## src/rtl/color_seq_pkg.sv

```systemverilog
/*
  Constants, state codes and the overview of the color sequence control.
  Assumes a single 25 MHz clock and static mode pins from the controller.
*/
// Overview of operation
// [RL1] Double-rate drives two lines from stored samples
// [RL2] Controller ties mode pins static to panel
// [RL3] Mode pins choose video input per store
// [RL4] Per-field inversion: one polarity per field, flips
// [RL5] Per-line inversion: odd positive, reverse next field
// [RL6] Mode pin encoding per filter and rate
// [RL7] Controller routes positive and inverted RGB inputs
// [RL8] Mosaic double-rate: outputs rotate colors per line
// [RL9] Other mosaic, stripe, bidirectional: same routing
// [RL10] Unicolor single-rate: controller shifts clock phase
// [RL11] Bicolor single-rate: controller shifts clock phase
// [RL12] Bicolor single-rate: routing differs per field
// [RL13] Bicolor single-rate: outputs alternate two colors
// [RL14] Bicolor single-rate field routing given by controller
// [RL15] Triangular double-rate: controller delays video
// [RL16] Unicolor double-rate: each output fixed color
// [RL17] Interlaced triangular double: field sets start polarity
// [RL18] Non-interlaced triangular double: always start positive
// [RL19] Unicolor double interlaced routing by controller
// [RL20] Sequencing restarts on both field edges
// [RL21] Line advance rising edge steps the sequence
// [RL22] Drive rate pin selects double or single rate
// [RL23] Mode pins take effect at field boundaries
// [RL24] Line parity clears per field, toggles per line
package color_seq_pkg;

  typedef enum logic [1:0] {
    MODE_MOSAIC = 2'b00,
    MODE_FIXED = 2'b01,
    MODE_BICOLOR = 2'b10,
    MODE_TRIDOUBLE = 2'b11
  } mode_t;

  localparam int SYNC_WIDTH = 7;
  localparam int NUM_OUTPUTS = 3;
  localparam logic [1:0] PHASE_LAST = 2'h2;
  localparam logic [1:0] PHASE_RESET = 2'h0;
  localparam logic PARITY_RESET = 1'b0;
  localparam logic FIRST_FIELD_RESET = 1'b1;
  localparam logic [1:0] STORE_A = 2'h0;
  localparam logic [1:0] STORE_C = 2'h2;
  localparam logic [1:0] STORE_D = 2'h3;
  localparam logic [1:0] SOURCE_RED = 2'h0;
  localparam logic [1:0] SOURCE_GREEN = 2'h1;
  localparam logic [1:0] SOURCE_BLUE = 2'h2;
  // Bit positions inside the synchronised pin group
  localparam int PIN_FILTER1 = 6;
  localparam int PIN_FILTER2 = 5;
  localparam int PIN_RATE = 4;
  localparam int PIN_INVERT = 3;
  localparam int PIN_INTERLACE = 2;
  localparam int PIN_FIELD = 1;
  localparam int PIN_LINE = 0;

endpackage : color_seq_pkg

```

## src/rtl/lcd_color_sequence_control.sv

```systemverilog
/*
  Color sequence and inversion control: picks the video input, polarity
  and sample-and-hold stores for the three outputs of each column group.
  Assumes the timing controller routes and delays the video itself.
*/
`timescale 1ns/1ps
module lcd_color_sequence_control
  import color_seq_pkg::*;
(
  input wire logic clk,
  input wire logic rst_b,
  input wire logic filterSelect1,
  input wire logic filterSelect2,
  input wire logic driveRateSelect,
  input wire logic inversionSelect,
  input wire logic interlaceSelect,
  input wire logic fieldId,
  input wire logic lineAdvance,
  output logic [1:0] columnOutFirstSrc,
  output logic [1:0] columnOutSecondSrc,
  output logic [1:0] columnOutThirdSrc,
  output logic columnOutFirstNeg,
  output logic columnOutSecondNeg,
  output logic columnOutThirdNeg,
  output logic [1:0] sampleStore,
  output logic [1:0] readStore,
  output logic doubleRate,
  output logic linePhase
);
  import color_seq_pkg::*;

  typedef struct packed {
    logic fieldSeen;
    logic lineSeen;
    logic firstField;
    logic parity;
    logic [1:0] phase;
    mode_t mode;
    logic rate;
    logic invLine;
    logic interlace;
    logic [NUM_OUTPUTS-1:0][1:0] src;
    logic [NUM_OUTPUTS-1:0] neg;
    logic [1:0] sample;
    logic [1:0] read;
  } state_t;

  state_t st;
  state_t next_st;
  logic [SYNC_WIDTH-1:0] pins;
  logic fieldLvl;
  logic lineLvl;
  logic fieldEdge;
  logic lineRise;

  sync_pair #(.WIDTH(SYNC_WIDTH)) pinSync (
    .clk(clk),
    .rst_b(rst_b),
    .async({filterSelect1, filterSelect2, driveRateSelect, inversionSelect,
            interlaceSelect, fieldId, lineAdvance}),
    .synced(pins)
  );

  assign fieldLvl = pins[PIN_FIELD];
  assign lineLvl = pins[PIN_LINE];
  assign fieldEdge = fieldLvl != st.fieldSeen;
  assign lineRise = lineLvl && !st.lineSeen;

  // Rotate a color code down by d steps, modulo three
  function automatic logic [1:0] rotate3(input logic [1:0] base,
                                         input logic [1:0] d);
    logic [2:0] t;
    t = {1'b0, base} + 3'h3 - {1'b0, d};
    if (t >= 3'h3) begin
      t = t - 3'h3;
    end
    return t[1:0];
  endfunction : rotate3

  function automatic mode_t decode(input logic f1, input logic f2,
                                   input logic dr);
    mode_t m;
    m = MODE_FIXED;
    if (!f1) begin
      m = MODE_MOSAIC;
    end else if (!f2 && dr) begin
      m = MODE_TRIDOUBLE;
    end else if (!f2) begin
      m = MODE_BICOLOR;
    end
    return m;
  endfunction : decode

  always_comb begin
    next_st = st;
    next_st.fieldSeen = fieldLvl;
    next_st.lineSeen = lineLvl;
    if (fieldEdge) begin
      // Restart on either field edge; mode pins latch only here
      next_st.parity = PARITY_RESET; // [RL20] [RL24]
      next_st.phase = PHASE_RESET; // [RL20]
      next_st.firstField = fieldLvl;
      next_st.mode = decode(pins[PIN_FILTER1], pins[PIN_FILTER2],
                            pins[PIN_RATE]); // [RL3] [RL23]
      next_st.rate = pins[PIN_RATE]; // [RL22] [RL23]
      next_st.invLine = pins[PIN_INVERT];
      next_st.interlace = pins[PIN_INTERLACE];
    end else if (lineRise) begin
      next_st.parity = !st.parity; // [RL21] [RL24]
      next_st.phase = (st.phase == PHASE_LAST) ? PHASE_RESET :
                      st.phase + 2'h1; // [RL21]
    end
    if (!rst_b) begin
      next_st = '0;
      next_st.firstField = FIRST_FIELD_RESET;
      next_st.mode = MODE_MOSAIC;
    end
    for (int i = 0; i < NUM_OUTPUTS; i++) begin
      unique case (next_st.mode)
        MODE_MOSAIC: begin
          next_st.src[i] = rotate3(2'(i), next_st.phase); // [RL8]
        end
        MODE_FIXED, MODE_BICOLOR, MODE_TRIDOUBLE: begin
          // Bicolor keeps its input; the field routing swaps colors
          next_st.src[i] = 2'(i); // [RL13] [RL16]
        end
      endcase
      if (next_st.mode == MODE_TRIDOUBLE) begin
        next_st.neg[i] = next_st.interlace ?
          (next_st.parity ^ !next_st.firstField) : // [RL17]
          next_st.parity; // [RL18]
      end else if (next_st.invLine || next_st.mode == MODE_BICOLOR) begin
        next_st.neg[i] = next_st.parity ^ !next_st.firstField; // [RL5]
      end else begin
        next_st.neg[i] = !next_st.firstField; // [RL4]
      end
    end
    // Single rate uses A and D only; double rate uses A and C, alternating per line
    if (next_st.rate) begin
      next_st.sample = next_st.parity ? STORE_C : STORE_A; // [RL1]
      next_st.read = next_st.parity ? STORE_A : STORE_C; // [RL1]
    end else begin
      next_st.sample = next_st.parity ? STORE_D : STORE_A;
      next_st.read = next_st.parity ? STORE_A : STORE_D;
    end
  end

  always_ff @(posedge clk) begin
    st <= next_st;
  end

  assign columnOutFirstSrc = st.src[0];
  assign columnOutSecondSrc = st.src[1];
  assign columnOutThirdSrc = st.src[2];
  assign columnOutFirstNeg = st.neg[0];
  assign columnOutSecondNeg = st.neg[1];
  assign columnOutThirdNeg = st.neg[2];
  assign sampleStore = st.sample;
  assign readStore = st.read;
  assign doubleRate = st.rate;
  assign linePhase = st.parity;
endmodule : lcd_color_sequence_control

```

## src/rtl/sync_pair.sv

```systemverilog
/*
  Two-flop synchroniser for a group of slow pin levels.
  Assumes the pins change far slower than the clock; bits may skew by one.
*/
`timescale 1ns/1ps
module sync_pair #(
  parameter int WIDTH = 1
) (
  input wire logic clk,
  input wire logic rst_b,
  input wire logic [WIDTH-1:0] async,
  output logic [WIDTH-1:0] synced
);
  typedef struct packed {
    logic [WIDTH-1:0] meta;
    logic [WIDTH-1:0] stable;
  } sync_state_t;

  sync_state_t st;
  sync_state_t next_st;

  always_comb begin
    next_st.meta = async;
    next_st.stable = st.meta;
    if (!rst_b) begin
      next_st = '0;
    end
  end

  always_ff @(posedge clk) begin
    st <= next_st;
  end

  assign synced = st.stable;
endmodule : sync_pair

```

## config.mk

```make
export PLATFORM = sky130hd
export DESIGN_NAME = lcd_color_sequence_control
export DESIGN_NICKNAME = d
export VERILOG_FILES = /design/src/rtl/color_seq_pkg.sv /design/src/rtl/lcd_color_sequence_control.sv /design/src/rtl/sync_pair.sv
export SDC_FILE = /design/constraint.sdc
export NUM_CORES = 1
export LEC_CHECK = 0
export ABC_AREA = 1
export BUFFER_PORTS_ARGS = -buffer_cell sky130_fd_sc_hd__buf_2
export CAP_MARGIN = 5
export CORE_MARGIN = 10
export CORE_UTILIZATION = 45
export CTS_CLUSTER_SIZE = 40
export DETAILED_ROUTE_END_ITERATION = 16
export PLACE_DENSITY_LB_ADDON = 0.2
export REMOVE_ABC_BUFFERS = 1
export SLEW_MARGIN = 20
export SYNTH_ARGS = -nofsm -noshare
export SYNTH_HDL_FRONTEND = slang
export SYNTH_HIERARCHICAL = 1
export SYNTH_SLANG_ARGS = --single-unit
```

## constraint.sdc

```tcl
create_clock -name clk -period 1.62 [get_ports clk]
set_clock_uncertainty 0.05 [all_clocks]
set_input_delay 0.162 -clock clk [delete_from_list [all_inputs] [get_ports clk]]
set_output_delay 0.162 -clock clk [all_outputs]
set_load 0.02 [all_outputs]
```

==> metrics <==
Detail Placement HPWL=1590 um; clock buffer depth=2; Max-Cap Viols=0; final setup vio count=0; worst slew pin tran=approximately 240 ps; TritonCTS buffer count=5; CP max FO=4; Pins Over Slew Limit=0; vias post-DR=between 900 and 1000; first-pass GRT wire length=3860 um; synth unique cells=21; CP dominant cell by count=inv_1; CTS tree=done; cell area after synthesis=1350 um2; residual DRC count=0; Syn-to-layout area delta=13.4%; Row Count=19; vias per cell=4.25; fillers=269; Crit-path slowest cell=dfxtp_1; antenna-violating nets left=0; status=finished clean; Ys Warns=6; Clk pin slew, worst setup/hold paths=100 ps; sequential-to-total area share from yosys stat=0.474; PwrDens=around 1000 nW/um2; Buf/Inv on CP=3; die width=around 75 um; crit-path cells=inv_1 -> nand2_1 -> inv_1 -> o21ai_0 -> nand2_2 -> inv_1 -> ha_1 -> or2_1; wire per inst=9.78 um; Final Instance Area=around 1500 um2; Tot Pwr=1.60 mW; DRT Pass-1 Iters=4; period utilization=0.924; maximum vdd drop=around 0.52 mV; CTS Root Cell=clkbuf_4; Mapped Cells=170; worst min path class=in -> reg; GR Util All Layers=0.0904; Placed Area=between 1000 and 1500 um2; # nets final=199; Ports=24; largest net degree at the start of global routing=14; H-tree depth=2; Die H=74.8 um; Clock Latency Late Sink=between 300 and 400 ps; Worst EP arrival=1670 ps; # diodes=0; vias in the first global route=between 900 and 1000; DR iter-0 viols=68; GP Congestion=0.829; CP required=roughly 1800 ps; share of layout cells above drive strength 1=0.291; Clock Sinks=32; remaining global-route overflow=0; initial antenna violation count=0; final hold vios=0; CP max stage delay=320 ps; startpoint types=register; CP top delay family=simple AND/OR/NAND/NOR gates; nature of the critical path endpoint=register; port bufs=23; Max Fclk=0.668 GHz; leak pwr=0.896 nW; starting utilization of the core area=0.482; Detailed Route WL=2150 um; Max-slew headroom=0.841; Finished Core Util=0.546; min cycle time layout=between 1000 and 1500 ps; core area=2810 um2; die area=5600 um2; synthesized flop and latch total=32; Avg Cell Area, Syn=7.95 um2; Crit Path Category=reg -> reg
## kinds of logic after synthesis
family | after synthesis | share of synthesized area
XOR/XNOR | 1 | 0.00648
flip-flops | 32 | 0.474
adder cells (fa/ha/maj) | 2 | 0.0185
AO/OA/AOI/OAI | 6 | 0.0241
AND/OR/NAND/NOR | 65 | 0.235
buffers and inverters | 64 | 0.242
## cell usage after synthesis
| master | count | share of area |
|---|---|---|
| or2_1 | 1 | 0.0046 |
| buf_6 | 2 | 0.017 |
| nand3b_1 | 1 | 0.0056 |
| nor2_4 | 1 | 0.0083 |
| nand3_2 | 1 | 0.0074 |
| nand4_1 | 1 | 0.0046 |
| ha_1 | 2 | 0.019 |
| nor2_1 | 5 | 0.014 |
| nand3_1 | 11 | 0.041 |
| nand2_2 | 9 | 0.042 |
| o21bai_1 | 1 | 0.0056 |
| o21ai_0 | 2 | 0.0074 |
| xor2_1 | 1 | 0.0065 |
| inv_1 | 39 | 0.11 |
| o21ai_1 | 2 | 0.0074 |
| nand2_1 | 33 | 0.092 |
| a21oi_1 | 1 | 0.0037 |
| buf_4 | 19 | 0.11 |
| dfxtp_1 | 32 | 0.47 |
| inv_2 | 4 | 0.011 |
| nand2_4 | 2 | 0.017 |
## flip-flops by register name (all words and copies together), names as in the netlist
| name | cells |
|---|---|
| pinSync/synced | 7 |
| readStore | 2 |
| columnOutFirstNeg | 1 |
| sampleStore | 2 |
| st | 9 |
| columnOutThirdSrc | 1 |
| doubleRate | 1 |
| columnOutSecondSrc | 1 |
| pinSync/st | 7 |
| columnOutFirstSrc | 1 |
## through the flow
step	setup slack [ps]	hold WS, ps	instances	TNS, ps
after floorplan	141	205	149	0
after global placement	99.8	289	205	0
after detailed placement	17.2	298	205	0
after CTS	12.5	95.8	220	0
after global routing	-25.2	82.2	220	-25.2
final	123	93.6	220	0
## final timing paths
kind                  from                     to  slack [ps]  cells after the start
min                  rst_b         sampleStore[1]          90                      3
max reg2reg         st[22]  columnOutSecondSrc[0]         120                      8
max                 st[22]  columnOutSecondSrc[0]         120                      8
min reg2reg  pinSync/st[8]      pinSync/synced[1]         370                      2
## placed cells by master (no fill, tap or decap), types with 2 or more instances in the layout
cell type	Yosys	routed
o21ai_1	2	2
dfxtp_1	32	30
inv_1	39	38
nand2_1	33	31
inv_2	4	5
nand2_2	9	8
buf_4	19	2
buf_2	0	23
nand2_4	2	5
nor2_1	5	5
nand3_1	11	11
dfxtp_4	0	2
clkbuf_4	0	5
o21ai_0	2	2
ha_1	2	2
dlygate4sd3_1	0	7
## worst min-delay path: stages
cell     delay, ps
buf_2          130
nand2_4         90
nor2_4          50
## per-layer routing
metal	routed length, um	share of wire	track usage
met3	191	0.089	0.0473
met2	959	0.45	0.138
met4	54	0.025	0.0504
met5	0	0	0
met1	947	0.44	0.0993
## what timing repair did
item / 4_1_cts / 5_1_grt
endpoints found under the hold margin: 7 / 0
resized for setup: 1 / 9
pin swaps: 0 / 1
endpoints found under the setup margin: 1 / 1
hold buffers: 7 / 0
setup buffers: 0 / 0
## power by group
group	total (mW)	internal (mW)	leakage, nW	switching, mW
registers	0.834	0.820	0.264	0.0135
logic	0.163	0.0649	0.591	0.0980
clock network	0.603	0.322	0.0412	0.281
## area by class of cell
type	count	area, um2	share of cell area
multi-input combinational	74	404	0.264
clock buffer	5	37.5	0.0245
tap	31	38.8	0.0253
inverter	43	161	0.105
clock inverter	3	42.5	0.0278
sequential	32	648	0.423
timing repair buffer	32	200	0.131
No activity file was read; power rests on OpenSTA's default activity.
